===== src/rtl/smc_consts.vh =====
// Constants for the serial mode and pin-use control block.
// Assumes a 32-bit classic Wishbone slave port with word-aligned byte addresses.
`ifndef SMC_CONSTS_VH
`define SMC_CONSTS_VH

// Register byte offsets
`define SMC_ADDR_MODE       8'h00
`define SMC_ADDR_IRQ_STAT   8'h04
`define SMC_ADDR_IRQ_EN     8'h08
`define SMC_ADDR_IRQ_CLR    8'h0C
`define SMC_ADDR_STATUS     8'h10

// Mode register field positions
`define SMC_BIT_ENABLE      15
`define SMC_BIT_HALT_IDLE   13
`define SMC_BIT_IR_EN       12
`define SMC_BIT_RTS_MODE    11
`define SMC_BIT_PIN_HI      9
`define SMC_BIT_PIN_LO      8
`define SMC_BIT_WAKE        7
`define SMC_BIT_LOOP        6
`define SMC_BIT_AUTO_RATE_DETECT       5
`define SMC_BIT_RECEIVE_POLARITY_INVERT       4
`define SMC_BIT_HIGH_SPEED_RATE_SELECT        3
`define SMC_BIT_PARITY_WIDTH_SELECT_HI    2
`define SMC_BIT_PARITY_WIDTH_SELECT_LO    1
`define SMC_BIT_STOP_BIT_SELECT       0

// Writable bits of the mode register; all others read zero
`define SMC_MODE_MASK       32'h0000_BBFF
`define SMC_MODE_RESET      32'h0000_0000

// Pin-use field codes
`define SMC_PINS_TXRX       2'h0
`define SMC_PINS_RTS        2'h1
`define SMC_PINS_FLOW       2'h2
`define SMC_PINS_BCLK       2'h3

// Event bit positions (status, enable and clear share the layout)
`define SMC_EV_WAKE         0
`define SMC_EV_START        1
`define SMC_EV_OFF          2
`define SMC_EV_W            3

`endif


===== src/rtl/smc_mode_ctrl.v =====
// Serial port mode register and pin-ownership control, Wishbone slave.
// Assumes synchronous pin inputs and a core that consumes the routed serial signals.
//
// The address map and the Wishbone slave port were chosen for this implementation.
`timescale 1ns/1ps
`include "smc_consts.vh"

// Summary of operation
// - When enabled, the port owns the pins chosen by pin-use field and transmit enable.
// - When disabled, all pins return to the general-purpose port; core clock gated off.
// - Halt-in-idle set stops the port in Idle; clear keeps it running.
// - Infrared enable with loopback clear inserts encoder on transmit and decoder on receive.
// - Request pin mode 1 is simplex, 0 is flow control.
// - Code 11: transmit, receive and baud clock pins; clear-to-send stays general-purpose.
// - Code 10: transmit, receive, clear-to-send and request-to-send pins.
// - Code 01: transmit, receive and request-to-send; clear-to-send stays general-purpose.
// - Code 00: transmit and receive only.
// - Wake bit set: start bit on receive during Sleep wakes the device.
// - Loop return select set places the port in loopback mode.
// - Bits 31 to 16 and unimplemented bits read as zero.
module smc_mode_ctrl (
	input  wire        mclk_in,
	input  wire        srst_in,
	// Wishbone classic slave
	input  wire        wb_cyc_in,
	input  wire        wb_stb_in,
	input  wire        wb_we_in,
	input  wire [7:0]  wb_adr_in,
	input  wire [3:0]  wb_sel_in,
	input  wire [31:0] wb_dat_in,
	output reg  [31:0] wb_dat_out,
	output reg         wb_ack_out,
	// Device power state
	input  wire        idle_mode_in,
	input  wire        sleep_mode_in,
	// Core side
	input  wire        core_tx_in,
	input  wire        core_rts_in,
	input  wire        core_bclk_in,
	input  wire        transmit_enable_ctrl_in,
	output reg         core_rx_out,
	output reg         core_cts_out,
	output reg         core_run_out,
	output reg         core_ir_out,
	output reg         core_simplex_out,
	// Pins: output, enable, and ownership flags toward the port mux
	input  wire        rx_pin_in,
	input  wire        cts_n_pin_in,
	output reg         tx_pin_out,
	output reg         tx_oe_out,
	output reg         rts_n_pin_out,
	output reg         rts_oe_out,
	output reg         bclk_pin_out,
	output reg         bclk_oe_out,
	output reg         own_tx_out,
	output reg         own_rx_out,
	output reg         own_cts_out,
	output reg         own_rts_out,
	output reg         wake_req_out,
	output reg         irq_out
);

	reg  [31:0] mode_r;
	reg  [`SMC_EV_W-1:0] stat_r;
	reg  [`SMC_EV_W-1:0] stat_nxt;
	reg  [`SMC_EV_W-1:0] ien_r;
	reg         rx_prev_r;
	reg         ir_tx_r;
	reg  [31:0] rd_data;
	reg         on_prev_r;

	wire        req;
	wire        wr;
	wire        on;
	wire [1:0]  pins;
	wire        running;
	wire        rx_eff;
	wire        rx_raw;
	wire        start_edge;
	wire [`SMC_EV_W-1:0] ev;
	wire [31:0] wmask;

	// Byte-lane write mask built from sel
	function [31:0] lane_mask;
		input [3:0] sel;
		begin
			lane_mask = {{8{sel[3]}}, {8{sel[2]}}, {8{sel[1]}}, {8{sel[0]}}};
		end
	endfunction

	// Register address hit test, used by read and write decoders
	function hit;
		input [7:0] adr;
		input [7:0] target;
		begin
			hit = (adr == target);
		end
	endfunction

	assign req   = wb_cyc_in & wb_stb_in & ~wb_ack_out;
	assign wr    = req & wb_we_in;
	assign wmask = lane_mask(wb_sel_in);
	assign on    = mode_r[`SMC_BIT_ENABLE];
	assign pins  = mode_r[`SMC_BIT_PIN_HI:`SMC_BIT_PIN_LO];

	// Halting in Idle only when asked; otherwise run whenever enabled
	assign running = on & ~(idle_mode_in & mode_r[`SMC_BIT_HALT_IDLE]);

	// Receive source: internal loop or pin, optional polarity invert
	assign rx_raw = mode_r[`SMC_BIT_LOOP] ? core_tx_in : rx_pin_in;
	assign rx_eff = rx_raw ^ mode_r[`SMC_BIT_RECEIVE_POLARITY_INVERT];

	// Start bit is a falling edge on the idle-high line
	assign start_edge = rx_prev_r & ~rx_eff;

	// Events: wake-up, start seen while running, module switched off
	assign ev[`SMC_EV_WAKE]  = on & sleep_mode_in & mode_r[`SMC_BIT_WAKE] & start_edge;
	assign ev[`SMC_EV_START] = running & start_edge;
	assign ev[`SMC_EV_OFF]   = on_prev_r & ~on;

	// Mode register; unimplemented bits masked so they always read zero
	always @(posedge mclk_in) begin
		if (srst_in) begin
			mode_r <= `SMC_MODE_RESET;
		end else if (wr && hit(wb_adr_in, `SMC_ADDR_MODE)) begin
			mode_r <= ((mode_r & ~wmask) | (wb_dat_in & wmask)) & `SMC_MODE_MASK;
		end
	end

	// Sticky status: a set in the same cycle as a clear wins
	always @* begin
		stat_nxt = stat_r;
		if (wr && hit(wb_adr_in, `SMC_ADDR_IRQ_CLR)) begin
			stat_nxt = stat_r & ~wb_dat_in[`SMC_EV_W-1:0];
		end
		stat_nxt = stat_nxt | ev;
	end

	always @(posedge mclk_in) begin
		if (srst_in) begin
			stat_r    <= {`SMC_EV_W{1'b0}};
			ien_r     <= {`SMC_EV_W{1'b0}};
			rx_prev_r <= 1'b1;
			on_prev_r <= 1'b0;
		end else begin
			stat_r    <= stat_nxt;
			rx_prev_r <= rx_eff;
			on_prev_r <= on;
			if (wr && hit(wb_adr_in, `SMC_ADDR_IRQ_EN) && wb_sel_in[0]) begin
				ien_r <= wb_dat_in[`SMC_EV_W-1:0];
			end
		end
	end

	// Read mux; unmapped addresses read zero and still ack
	always @* begin
		rd_data = 32'h0000_0000;
		if (hit(wb_adr_in, `SMC_ADDR_MODE)) begin
			rd_data = mode_r;
		end else if (hit(wb_adr_in, `SMC_ADDR_IRQ_STAT)) begin
			rd_data = {{(32-`SMC_EV_W){1'b0}}, stat_r};
		end else if (hit(wb_adr_in, `SMC_ADDR_IRQ_EN)) begin
			rd_data = {{(32-`SMC_EV_W){1'b0}}, ien_r};
		end else if (hit(wb_adr_in, `SMC_ADDR_STATUS)) begin
			rd_data = {27'h000_0000, own_rts_out, own_cts_out, own_rx_out,
				own_tx_out, core_run_out};
		end
	end

	// One-cycle ack, one cycle after the request is seen
	always @(posedge mclk_in) begin
		if (srst_in) begin
			wb_ack_out <= 1'b0;
			wb_dat_out <= 32'h0000_0000;
		end else begin
			wb_ack_out <= req;
			wb_dat_out <= req ? rd_data : 32'h0000_0000;
		end
	end

	// Pin ownership from the pin-use field; all released when off
	always @(posedge mclk_in) begin
		if (srst_in || !on) begin
			own_tx_out  <= 1'b0;
			own_rx_out  <= 1'b0;
			own_cts_out <= 1'b0;
			own_rts_out <= 1'b0;
			bclk_oe_out <= 1'b0;
			tx_oe_out   <= 1'b0;
			rts_oe_out  <= 1'b0;
		end else begin
			own_tx_out  <= 1'b1;
			own_rx_out  <= 1'b1;
			tx_oe_out   <= transmit_enable_ctrl_in;
			case (pins)
			`SMC_PINS_BCLK: begin
				own_cts_out <= 1'b0;
				own_rts_out <= 1'b0;
				rts_oe_out  <= 1'b0;
				bclk_oe_out <= 1'b1;
			end
			`SMC_PINS_FLOW: begin
				own_cts_out <= 1'b1;
				own_rts_out <= 1'b1;
				rts_oe_out  <= 1'b1;
				bclk_oe_out <= 1'b0;
			end
			`SMC_PINS_RTS: begin
				own_cts_out <= 1'b0;
				own_rts_out <= 1'b1;
				rts_oe_out  <= 1'b1;
				bclk_oe_out <= 1'b0;
			end
			default: begin
				own_cts_out <= 1'b0;
				own_rts_out <= 1'b0;
				rts_oe_out  <= 1'b0;
				bclk_oe_out <= 1'b0;
			end
			endcase
		end
	end

	// Infrared encode: a transmitted zero becomes a short high pulse.
	// Simplified to an inverted copy, high for the whole low bit; the pulse width is the core's job.
	always @(posedge mclk_in) begin
		if (srst_in) begin
			ir_tx_r <= 1'b0;
		end else begin
			ir_tx_r <= ~core_tx_in;
		end
	end

	// Data path registers; reset loads idle levels, and they keep following their sources while off
	always @(posedge mclk_in) begin
		if (srst_in) begin
			tx_pin_out       <= 1'b1;
			rts_n_pin_out    <= 1'b1;
			bclk_pin_out     <= 1'b0;
			core_rx_out      <= 1'b1;
			core_cts_out     <= 1'b0;
			core_run_out     <= 1'b0;
			core_ir_out      <= 1'b0;
			core_simplex_out <= 1'b0;
			wake_req_out     <= 1'b0;
			irq_out          <= 1'b0;
		end else begin
			core_run_out     <= running;
			core_ir_out      <= mode_r[`SMC_BIT_IR_EN];
			core_simplex_out <= mode_r[`SMC_BIT_RTS_MODE];
			// Loopback keeps the external transmit pin idle-high
			if (mode_r[`SMC_BIT_LOOP]) begin
				tx_pin_out <= 1'b1;
			end else if (mode_r[`SMC_BIT_IR_EN]) begin
				tx_pin_out <= ir_tx_r;
			end else begin
				tx_pin_out <= core_tx_in;
			end
			// Decoder turns an active-high pulse back into a low bit
			core_rx_out  <= (mode_r[`SMC_BIT_IR_EN] && !mode_r[`SMC_BIT_LOOP]) ?
				~rx_eff : rx_eff;
			// Flow-control mode follows the core; simplex drives when transmitting
			rts_n_pin_out <= mode_r[`SMC_BIT_RTS_MODE] ? ~transmit_enable_ctrl_in :
				core_rts_in;
			bclk_pin_out <= core_bclk_in;
			core_cts_out <= own_cts_out ? ~cts_n_pin_in : 1'b1;
			wake_req_out <= ev[`SMC_EV_WAKE];
			irq_out      <= |(stat_nxt & ien_r);
		end
	end

endmodule


===== config.mk =====
export PLATFORM = sky130hd
export DESIGN_NAME = smc_mode_ctrl
export DESIGN_NICKNAME = d
export VERILOG_FILES = /design/src/rtl/smc_mode_ctrl.v
export VERILOG_INCLUDE_DIRS = /design/src /design/src/rtl
export SDC_FILE = /design/constraint.sdc
export NUM_CORES = 1
export LEC_CHECK = 0
export ABC_AREA = 1
export BUFFER_PORTS_ARGS = -buffer_cell sky130_fd_sc_hd__buf_2
export CAP_MARGIN = 20
export CORE_ASPECT_RATIO = 0.9
export CORE_MARGIN = 2
export CORE_UTILIZATION = 49
export CTS_CLUSTER_DIAMETER = 200
export CTS_CLUSTER_SIZE = 16
export DETAILED_ROUTE_END_ITERATION = 16
export GPL_ROUTABILITY_DRIVEN = 0
export GPL_TIMING_DRIVEN = 0
export PLACE_DENSITY = 0.92
export SLEW_MARGIN = 40
export SYNTH_ARGS = -nofsm -noshare
export SYNTH_HDL_FRONTEND = slang
export SYNTH_SLANG_ARGS = --single-unit
export TNS_END_PERCENT = 30

===== constraint.sdc =====
create_clock -name mclk_in -period 2.3 [get_ports mclk_in]
set_clock_uncertainty 0.2 [all_clocks]
set_input_delay 0.115 -clock mclk_in [delete_from_list [all_inputs] [get_ports mclk_in]]
set_output_delay 0.115 -clock mclk_in [all_outputs]
set_load 0.01 [all_outputs]

# --- Word-level counts from Yosys, hierarchy flattened ---
# Cells that the tools add are included.
word_totals:
  ff_bits: 71
  wordCells: 87
op_classes:
  reduce_logical: 14
  n_eq_ne: 7
  muxes: 14
  bitwise: 28
op_table:
  columns: ["operator", "count"]
  rows:
  - ["$and A16 B16 Y16", 2]
  - ["$eq A8 B4 Y1 const B", 2]
  - ["$mux W16", 1]
  - ["$not A16 Y16", 1]
  - ["$or A16 B16 Y16", 1]
  - ["$mux W5", 3]
  - ["$and A1 B1 Y1", 11]
  - ["$mux W1", 9]
  - ["$eq A8 B3 Y1 const B", 1]
  - ["$eq A8 B5 Y1 const B", 1]
  - ["$logic_not A8 Y1", 1]
  - ["$not A1 Y1", 8]
  - ["$and A3 B3 Y3", 2]
  - ["$reduce_or A2 Y1", 3]
  - ["$logic_and A1 B1 Y1", 5]
  - ["$reduce_or A5 Y1", 1]
  - ["$eq A2 B2 Y1 const B", 2]
  - ["$mux W3", 1]
  - ["$not A3 Y3", 1]
  - ["$or A3 B3 Y3", 1]
  - ["$reduce_or A3 Y1", 1]
  - ["$eq A2 B1 Y1 const B", 1]
  - ["$logic_not A1 Y1", 2]
  - ["$logic_or A1 B1 Y1", 1]
  - ["$xor A1 B1 Y1", 1]

# --- Depth between registers and ports, before layout ---
# Gate-level depths: netlist of run 1.
depth:
  ltp_word: 8
  mapped_depth: 11
  mapped_depth_nobuf: 11

# --- Worst setup path before layout of run 1 ---
# OpenSTA, ideal clock, no wires.
synth_path:
  kind: "register -> register"
  start: "reg wb_ack_out"
  end: "reg (tool-made name)"
  path_slack_ns: 0.839
  period_less_slack_ns: 1.461
  path_stages_with_launch: 8
  setup_time_ns: 0.132
  t_required_ns: 1.968
  t_arrival_ns: 1.129
  cell_sequence: "dfxtp_1 > inv_1 > nand3_1 > nor2_4 > nand2_8 > buf_6 > o21ai_1 > a21oi_1"
synth_lines:
  columns: ["element", "line", "source"]
  rows:
  - ["start: declaration", "smc_mode_ctrl.v:32", "output reg wb_ack_out,"]
  - ["start signal: assignment", "smc_mode_ctrl.v:176", "wb_ack_out <= req;"]

==> metrics.md, run 1 <==
| Metric | Value |
|---|---|
| Worst-margin pin slew | 502 ps |
| Via density | ~4.7 |
| Period utilization | 0.812 |
| Post-CTS resize count | 0 |
| Clock tree buffer depth | 2 |
| Crit-path slowest cell | dlygate4sd3_1 |
| Met3 Wirelength | 390 µm |
| # nets final | 448 |
| Initial Util | 0.502 |
| Final WL | about 5700 µm |
| Worst-skew pair later-pin latency | 310 ps |
| Outcome | finished, violations left |
| RSZ-0062 raised after global routing | false |
| Setup Buffers After CTS | 0 |
| # diodes | 0 |
| FF+latch count, synth | 53 |
| Mean Syn Cell Area | a little over 8 µm² |
| Post-synthesis sequential area ratio | 0.483 |
| Buf/Inv on CP | 4 |
| Synth Warn # | 0 |
| Clk root buf | clkbuf_8 |
| TritonRoute pass-1 iters | 4 |
| Relative slew margins | 0.665 |
| Hold path depth | 5 |
| Setup TNS | 0 ps |
| Crit-path max cell delay | ~570 ps |
| Syn Inst Count | 272 |
| Critical path arrival | between 1500 and 2000 ps |
| F_max | 0.536 GHz |
| Yosys cell types | 25 |
| Clock sinks | 53 |
| First-pass GRT wire length | 8800 µm |
| CP Data Required Time | 2300 ps |
| Met2 Wirelength | 2950 µm |
| DR vias | 2138 |
| Overall Global Routing Usage | 0.233 |
| Max cap viols | 0 |
| Layout area overhead | 38.0% |
| Largest net degree at the start of global routing | 16 |
| Antenna violations before repair | 0 |
| Storage cell area | 1060 µm² |
| Worst VDD drop | 0.488 mV |
| Max FO, Critical Path | 10 |
| Die W | between 70 and 80 µm |
| Clk slew on worst S/H paths | approximately 100 ps |
| Vias in the first global route | 2027 |
| Final hold slack | -3.40 ps |
| DR top layer | met4 |
| Reg2reg setup slack | a little under 700 ps |
| Final HPWL DP | 3800 µm |
| Endpoints failing hold | 1 |
| Pwr/cell area | 565 nW/µm² |
| Die height | 67.5 µm |
| # IOs | 107 |
| Crit-path leading delay family | buffers and inverters |
| Total grt overflow | 0 |
| Number of H-tree levels | 2 |
| Reg2Reg Depth | 7 |
| Full die area | roughly 5000 µm² |
| # setup viols final | 0 |
| Post-Route Utilization | 0.693 |
| Initial drt markers | 149 |
| CP Depth | 6 |
| Kind of end point of the critical path | register |
| Worst min path class | input pin to register |
| CTS tree | done |
| Number of CTS-inserted buffers | 5 |
| Wirelength per Cell | approximately 13 µm |
| Leakage power total | 0.00147 µW |
| Crit-path cells | dlygate4sd3_1 -> buf_2 -> clkbuf_1 -> a21oi_1 -> o21ai_0 -> dlygate4sd3_1 |
| Slew Limit Fails | 0 |
| Commonest non-fill, non-tap cell in the layout | buf_2 |
| Critical path type | input pin to register |
| FP Rows | 23 |
| Critical path startpoint category | input pin |
| Most frequent cells in the layout | buf_2, nand2_1, dfxtp_1 |
| Drc violations | 0 |
| Failing checks | negative hold slack |
| Multi-input logic area | 915 µm² |
| Core Area | 4370 µm² |
| Fill count | 353 |
| Buffers added on ports | 68 |
| Post-route ant nets | 0 |
| CP dominant cell by count | dlygate4sd3_1 |
| Crit path time final | 1870 ps |
| WL met1 | 2210 µm |
| Layout cells sized above 1 | 0.283 |
| Post-Syn Area | between 2000 and 2500 µm² |
## worst register-to-register path, delay by kind of cell (launching register included)
| family | cells | cell delay, ps |
|---|---|---|
| buffers and inverters | 2 | 220 |
| AOI/OAI and AO/OA | 2 | 220 |
| and+or+nand+nor | 3 | 540 |
| DFF | 1 | 330 |
## synth_stat cells, drive strengths merged
| cell | number | area share |
|---|---|---|
| nand4 | 2 | 0.0057 |
| o21ai | 17 | 0.039 |
| clkbuf | 1 | 0.0017 |
| nand2 | 55 | 0.10 |
| buf | 23 | 0.077 |
| nor3 | 3 | 0.0068 |
| nor2 | 42 | 0.11 |
| nor4 | 1 | 0.0097 |
| inv | 30 | 0.051 |
| conb | 1 | 0.0017 |
| a21oi | 23 | 0.052 |
| nand3 | 16 | 0.042 |
| dfxtp | 53 | 0.48 |
| ha | 2 | 0.011 |
| a31oi | 3 | 0.0085 |
## per-layer routing
| layer | GRT usage | up-vias |
|---|---|---|
| met5 | 0 | - |
| met4 | 0.0893 | 0 |
| met3 | 0.0582 | 17 |
| met1 | 0.255 | 969 |
| li1 | - | 1062 |
| met2 | 0.430 | 90 |
## kinds of logic (layout without fill, tap and decap cells)
kind of cell / after synthesis / count (layout) / synth area share
AO/OA/AOI/OAI: 43 / 43 / 0.0997
adder cells (fa/ha/maj): 2 / 2 / 0.0114
buffers and inverters: 54 / 154 / 0.130
flip-flops: 53 / 53 / 0.483
other: 1 / 18 / 0.00171
AND/OR/NAND/NOR: 119 / 119 / 0.274
## final timing paths
path | start | endpoint
min reg2reg | register | wb_dat_out[5]$_SDFF_PP0_
min | sleep_mode_in | wake_req_out$_SDFF_PP0_
max reg2reg | wb_ack_out$_SDFF_PP0_ | register
max | srst_in | rts_n_pin_out$_SDFF_PP1_
## timing repair
action / 4_1_cts / 5_1_grt
hold buffers: 25 / 0
endpoints found under the hold margin: 30 / 0
setup endpoints to repair: 0 / 0
## report_power, final
part | internal, µW | total [µW] | switching [µW] | leakage (µW)
clock network | 317 | 620 | 303 | 0.0000540
registers | 924 | 926 | 2.21 | 0.000429
logic | 83.2 | 168 | 84.9 | 0.000990
## through the flow
step                total power, µW  setup slack (ps)  hold WS (ps)  instance area (µm²)  instances
floorplan                      1020               839         -9.71                 2260        289
global placement               1070               769          94.3                 2680        419
detailed placement             1080               752           109                 2680        419
CTS                            1710               439          3.28                 3030        451
global route                   1770               353          28.6                 3030        451
finish                         1710               433         -3.40                 3030        451
## cell type report
type / count / area share
timing repair buffer: 93 / 0.195
clock inverter: 2 / 0.0116
inverter: 30 / 0.0371
tap: 62 / 0.0256
multi-input combinational: 182 / 0.302
buffer: 24 / 0.0569
clock buffer: 5 / 0.0227
sequential: 53 / 0.350
(Power assumes the default switching activity.)
==> run 2, diff against run 1 <==
--- a/config.mk
+++ b/config.mk
@@ -11,13 +11,13 @@
 export CAP_MARGIN = 20
 export CORE_ASPECT_RATIO = 0.9
 export CORE_MARGIN = 2
-export CORE_UTILIZATION = 49
+export CORE_UTILIZATION = 45
 export CTS_CLUSTER_DIAMETER = 200
 export CTS_CLUSTER_SIZE = 16
 export DETAILED_ROUTE_END_ITERATION = 16
 export GPL_ROUTABILITY_DRIVEN = 0
 export GPL_TIMING_DRIVEN = 0
-export PLACE_DENSITY = 0.92
+export PLACE_DENSITY = 0.86
 export SLEW_MARGIN = 40
 export SYNTH_ARGS = -nofsm -noshare
 export SYNTH_HDL_FRONTEND = slang
==> constraint.sdc (replaced) <==
create_clock -name mclk_in -period 1.8 [get_ports mclk_in]
set_clock_uncertainty 0.2 [all_clocks]
set_input_delay 0.09 -clock mclk_in [delete_from_list [all_inputs] [get_ports mclk_in]]
set_output_delay 0.09 -clock mclk_in [all_outputs]
set_load 0.01 [all_outputs]
==> run 2 against run 1 <==
The run now ends clean. Clock power is 3.7% higher. Highest routed layer unchanged. Via count down 1.3%. Power grew 19%.
==> metrics.md, run 2 (same netlist as run 1, synthesis figures left out) <==
| Metric | Value |
|---|---|
| Most frequent cells in the layout | buf_2, nand2_1, dfxtp_1 |
| Hold path depth | 6 (+1) |
| WL met1 | 2210 µm (-0.14%) |
| Leakage power total | 0.00149 µW (+0.94%) |
| # diodes | 0 (unchanged) |
| Core Area | 4770 µm² (+9.2%) |
| DR vias | 2110 (-1.3%) |
| Kind of end point of the critical path | register |
| Worst min path class | input pin to register |
| Post-route ant nets | 0 (unchanged) |
| Antenna violations before repair | 0 (unchanged) |
| Met2 Wirelength | 2890 µm (-2.2%) |
| Total grt overflow | 0 (unchanged) |
| Worst-skew pair later-pin latency | 300 ps (about the same) |
| Overall Global Routing Usage | 0.210 (-0.0223) |
| Clock tree buffer depth | 2 (unchanged) |
| DR top layer | met4 |
| Die W | 77.7 µm (+4.1%) |
| Max cap viols | 0 (unchanged) |
| CTS tree | done |
| Worst VDD drop | 0.434 mV (-11%) |
| TritonRoute pass-1 iters | 4 (unchanged) |
| First-pass GRT wire length | 9120 µm (+3.7%) |
| Critical path arrival | 1750 ps (-120 ps) |
| Clk slew on worst S/H paths | 90 ps (about the same) |
| Period utilization | 0.955 |
| Reg2Reg Depth | 7 (unchanged) |
| Wirelength per Cell | 11.9 µm (-5.4%) |
| RSZ-0062 raised after global routing | true |
| Commonest non-fill, non-tap cell in the layout | buf_2 |
| Fill count | 388 (+9.9%) |
| Initial Util | 0.460 (-0.0421) |
| # nets final | 453 (+1.1%) |
| Vias in the first global route | 2064 (+1.8%) |
| Met3 Wirelength | 312 µm (-20%) |
| Pwr/cell area | 667 nW/µm² (+18%) |
| Buffers added on ports | 68 (unchanged) |
| # setup viols final | 0 (unchanged) |
| Largest net degree at the start of global routing | 16 (unchanged) |
| Clock sinks | 53 (unchanged) |
| Worst-margin pin slew | 517 ps (+15.3 ps) |
| Endpoints failing hold | 0 (-1) |
| Drc violations | 0 (unchanged) |
| Layout cells sized above 1 | 0.284 (+0.000768) |
| # IOs | 107 (unchanged) |
| Fin area | 3070 µm² (+1.3%) |
| Clk root buf | clkbuf_8 |
| Number of CTS-inserted buffers | 5 (unchanged) |
| Outcome | complete, no violations |
| Final hold slack | 18.3 ps (+21.7 ps) |
| Via density | 4.59 (-3.2%) |
| Crit path time final | about 1700 ps |
| Final HPWL DP | 3820 µm (+0.64%) |
| Final worst setup slack | 80.2 ps (-352 ps) |
| Critical path startpoint category | input pin |
| F_max | 0.581 GHz |
| Initial drt markers | 134 (-10%) |
| Slew Limit Fails | 0 (unchanged) |
| Die height | 70.3 µm (+4.1%) |
| Dpl cell area | 2680 µm² (+0.14%) |
| Final WL | 5490 µm (-3.5%) |
| Max FO, Critical Path | 8 (-2) |
| CP Data Required Time | 1830 ps (-470 ps) |
| Relative slew margins | 0.655 (-0.0102) |
| Dpl ws | 217 ps (-535 ps) |
| Layout area overhead | 39.8% |
| Critical path type | input pin to register |
| Number of H-tree levels | 2 (unchanged) |
| FP Rows | 24 (+4.3%) |
| Full die area | 5460 µm² (+8.4%) |
==> run 2: through the flow <==
stage	TNS (ps)	total power [µW]	util	std cells
after floorplan	0	1310	-	289
after CTS	0	2050	0.642	460
after global routing	-168	2120	0.643	460
after detailed placement	0	1380	0.562	422
final	0	2050	0.643	460
after global placement	0	1370	0.562	422
==> run 2: what timing repair did <==
action	in CTS	in global routing
hold buffers	30	0
setup endpoints to repair	0	5
hold endpoints to repair	32	0
resized for setup	0	2
setup buffers	0	0
==> run 2: final cells by class <==
class	instances	area (µm²)	area share
Sequential cell	53	1060	0.345
Multi-Input combinational cell	182	921	0.300
Timing Repair Buffer	98	641	0.209
Buffer	24	173	0.0562
Inverter	30	113	0.0367
Tap cell	65	81.3	0.0265
Clock buffer	6	72.6	0.0236
Clock inverter	2	10.0	0.00326
==> run 2: worst max-delay path, stage by stage <==
cell and delay (ps):
dlygate4sd3_1 550, buf_2 130, nor2_2 130, nand2_2 140, nor2_8 180, nand2_8 100, nor2_8 150, nand2_1 120
a21oi_2 170
==> run 2: power by group <==
part | leakage, µW | switching, µW | total (µW) | internal [µW]
combinational | 0.00101 | 108 | 221 | 113
clock | 0.0000450 | 373 | 643 | 270
sequential | 0.000429 | 2.92 | 1180 | 1180
==> run 2: path summary, 6_finish.rpt <==
kind,from,to,slack (ps)
worst max register to register,wb_ack_out$_SDFF_PP0_,register,170
worst min-delay path,wb_adr_in[0],wb_dat_out[4]$_SDFF_PP0_,20
worst max-delay path,wb_adr_in[7],register,80
worst min register to register,register,wb_dat_out[5]$_SDFF_PP0_,230
==> run 2: routing by layer <==
layer,GRT usage,vias up
li1,-,1069
met1,0.236,968
met2,0.377,64
met3,0.0491,9
met4,0.0913,0
met5,0,-
==> run 3, diff against run 2 <==
--- a/config.mk
+++ b/config.mk
@@ -10,7 +10,6 @@
 export BUFFER_PORTS_ARGS = -buffer_cell sky130_fd_sc_hd__buf_2
 export CAP_MARGIN = 20
 export CORE_ASPECT_RATIO = 0.9
-export CORE_MARGIN = 2
 export CORE_UTILIZATION = 45
 export CTS_CLUSTER_DIAMETER = 200
 export CTS_CLUSTER_SIZE = 16
@@ -22,4 +21,3 @@
 export SYNTH_ARGS = -nofsm -noshare
 export SYNTH_HDL_FRONTEND = slang
 export SYNTH_SLANG_ARGS = --single-unit
-export TNS_END_PERCENT = 30
==> run 3 against run 2 <==
Worst setup slack improved by 18 ps. Maximum frequency is 1.0% higher. Die area down 5.3%. Clock power is 30% higher. Sequential share of layout area decreased by 0.056 points. Wire length decreased by 5.0%. Register-to-register slack barely moved. Critical path type unchanged.
==> metrics.md, run 3 (same netlist as run 1, synthesis figures left out) <==
| Metric | Value |
|---|---|
| # diodes | 0 (unchanged) |
| Core Area | 4580 µm² (-4.2%) |
| # IOs | 107 (unchanged) |
| # setup viols final | 0 (unchanged) |
| Commonest non-fill, non-tap cell in the layout | buf_2 |
| WL met1 | 2220 µm (+0.18%) |
| Critical path startpoint category | input pin |
| Critical path arrival | 1680 ps (-70 ps) |
| Vias in the first global route | 1800 (-13%) |
| Relative slew margins | 0.663 (+0.00788) |
| Crit path time final | 1700 ps (-17.8 ps) |
| # nets final | 450 (-0.66%) |
| Largest net degree at the start of global routing | 17 (+1) |
| Outcome | complete, no violations |
| Met3 Wirelength | 358 µm (+15%) |
| Fin cells | 454 (-1.3%) |
| Critical path type | input pin to register |
| Clk slew on worst S/H paths | 90 ps (about the same) |
| CP Data Required Time | 1780 ps (-50 ps) |
| Buffers added on ports | 68 (unchanged) |
| Wirelength per Cell | 11.5 µm (-3.7%) |
| DR vias | 2081 (-1.4%) |
| Total grt overflow | 0 (unchanged) |
| CTS tree | done |
| Leakage power total | 0.00148 µW (-0.13%) |
| Worst-skew pair later-pin latency | 300 ps (about the same) |
| Crit-path leading delay family | buffers and inverters |
| Dpl cell area | 2680 µm² (-0.14%) |
| Buf/Inv on CP | 3 (+1) |
| Final WL | 5220 µm (-5.0%) |
| Kind of end point of the critical path | register |
| Final HPWL DP | 3680 µm (-3.8%) |
| Initial Util | 0.480 (+0.0200) |
| Full die area | 5170 µm² (-5.3%) |
| Endpoints failing hold | 0 (unchanged) |
| First-pass GRT wire length | 7960 µm (-13%) |
| Layout area overhead | 40.0% |
| TritonRoute pass-1 iters | 4 (unchanged) |
| Period utilization | 0.946 (-0.00988) |
| Number of CTS-inserted buffers | 5 (unchanged) |
| FP Rows | 23 (-4.2%) |
| Max cap viols | 0 (unchanged) |
| Number of H-tree levels | 2 (unchanged) |
| Worst-margin pin slew | 505 ps (-11.8 ps) |
| Crit-path cells | dlygate4sd3_1 -> buf_2 -> nor2_2 -> nand2_2 -> nor2_8 -> nand2_8 -> buf_6 -> o21ai_1 -> a21oi_1 |
| Clock sinks | 53 (unchanged) |
| Dpl cells | 419 (-0.71%) |
| Reg2reg setup slack | 180 ps (about the same) |
| Met2 Wirelength | 2590 µm (-10%) |
| Die height | 68.3 µm (-2.8%) |
| Max FO, Critical Path | 10 (+2) |
| Multi-input logic area | 922 µm² (+0.14%) |
| Overall Global Routing Usage | 0.209 (-0.000935) |
| Via density | 4.58 (about the same) |
| Clk root buf | clkbuf_8 |
| Post-route ant nets | 0 (unchanged) |
| Fill count | 378 (-2.6%) |
| Fin area | 3080 µm² (+0.16%) |
| Slew Limit Fails | 0 (unchanged) |
| F_max | 0.588 GHz (+1.0%) |
| Pwr/cell area | 726 nW/µm² (+8.9%) |
| Crit-path slowest cell | dlygate4sd3_1 |
| Most frequent cells in the layout | buf_2, nand2_1, dfxtp_1 |
| Initial drt markers | 86 (-36%) |
| Clock tree buffer depth | 2 (unchanged) |
| Worst VDD drop | 0.575 mV (+32%) |
| Antenna violations before repair | 0 (unchanged) |
| Storage cell area | 1060 µm² (unchanged) |
| Setup Buffers After CTS | 0 (unchanged) |
| DR top layer | met4 |
| Die W | 75.7 µm (-2.6%) |
| Worst min path class | input pin to register |
| Crit-path max cell delay | 530 ps (-20 ps) |
| Layout cells sized above 1 | 0.286 (+0.00217) |
| Drc violations | 0 (unchanged) |
run 3: cell count changes in the layout (fill, tap and decap cells not counted), sizes merged:
cell,change
dlygate4sd3,-3
clkinvlp,+1
clkinv,-2
bufinv,+1
run 3: worst paths after layout:
check | from | endpoint | cells past startpoint
worst max register to register | wb_ack_out$_SDFF_PP0_ | register | 7
worst min-delay path | wb_cyc_in | wb_ack_out$_SDFF_PP0_ | 3
worst max-delay path | wb_adr_in[5] | register | 9
worst min register to register | register | wb_dat_out[5]$_SDFF_PP0_ | 2
run 3: final cells by class:
type,instances,share of cell area
flip-flops and latches,53,0.345
multi-input cells,182,0.300
clock inverters,2,0.0122
repair buffers,95,0.198
plain buffers,24,0.0561
clock buffers,6,0.0268
well taps,62,0.0252
inverters,30,0.0366
run 3: tightest hold or removal path, stage by stage:
cell and delay [ps]:
buf_2 100, nand3_1 160, nor2_1 120
run 3: layer usage:
layer | global-route usage | vias to the layer above
met5 | 0 | -
li1 | - | 1060
met2 | 0.360 | 82
met1 | 0.260 | 931
met3 | 0.0574 | 8
met4 | 0.0486 | 0
run 3: where the power goes:
group	internal [µW]	switching (µW)
Combinational	109	106
Clock	452	382
Sequential	1180	2.79
Total	1740	491
run 3: stage by stage:
stage	TNS, ps	setup slack, ps	hold slack [ps]	power [µW]	utilization
after detailed placement	0	192	91.1	1380	0.585
after global routing	-1.62	-1.11	34.6	2320	0.672
final	0	98.0	13.4	2230	0.672
after global placement	0	227	71.2	1370	0.585
after CTS	0	105	3.13	2240	0.671
after floorplan	0	339	-34.7	1310	-
run 3: what timing repair did:
item,CTS,global route
endpoints found under the setup margin,0,3
gates resized for setup,0,2
hold buffers,27,0
hold endpoints to repair,31,0
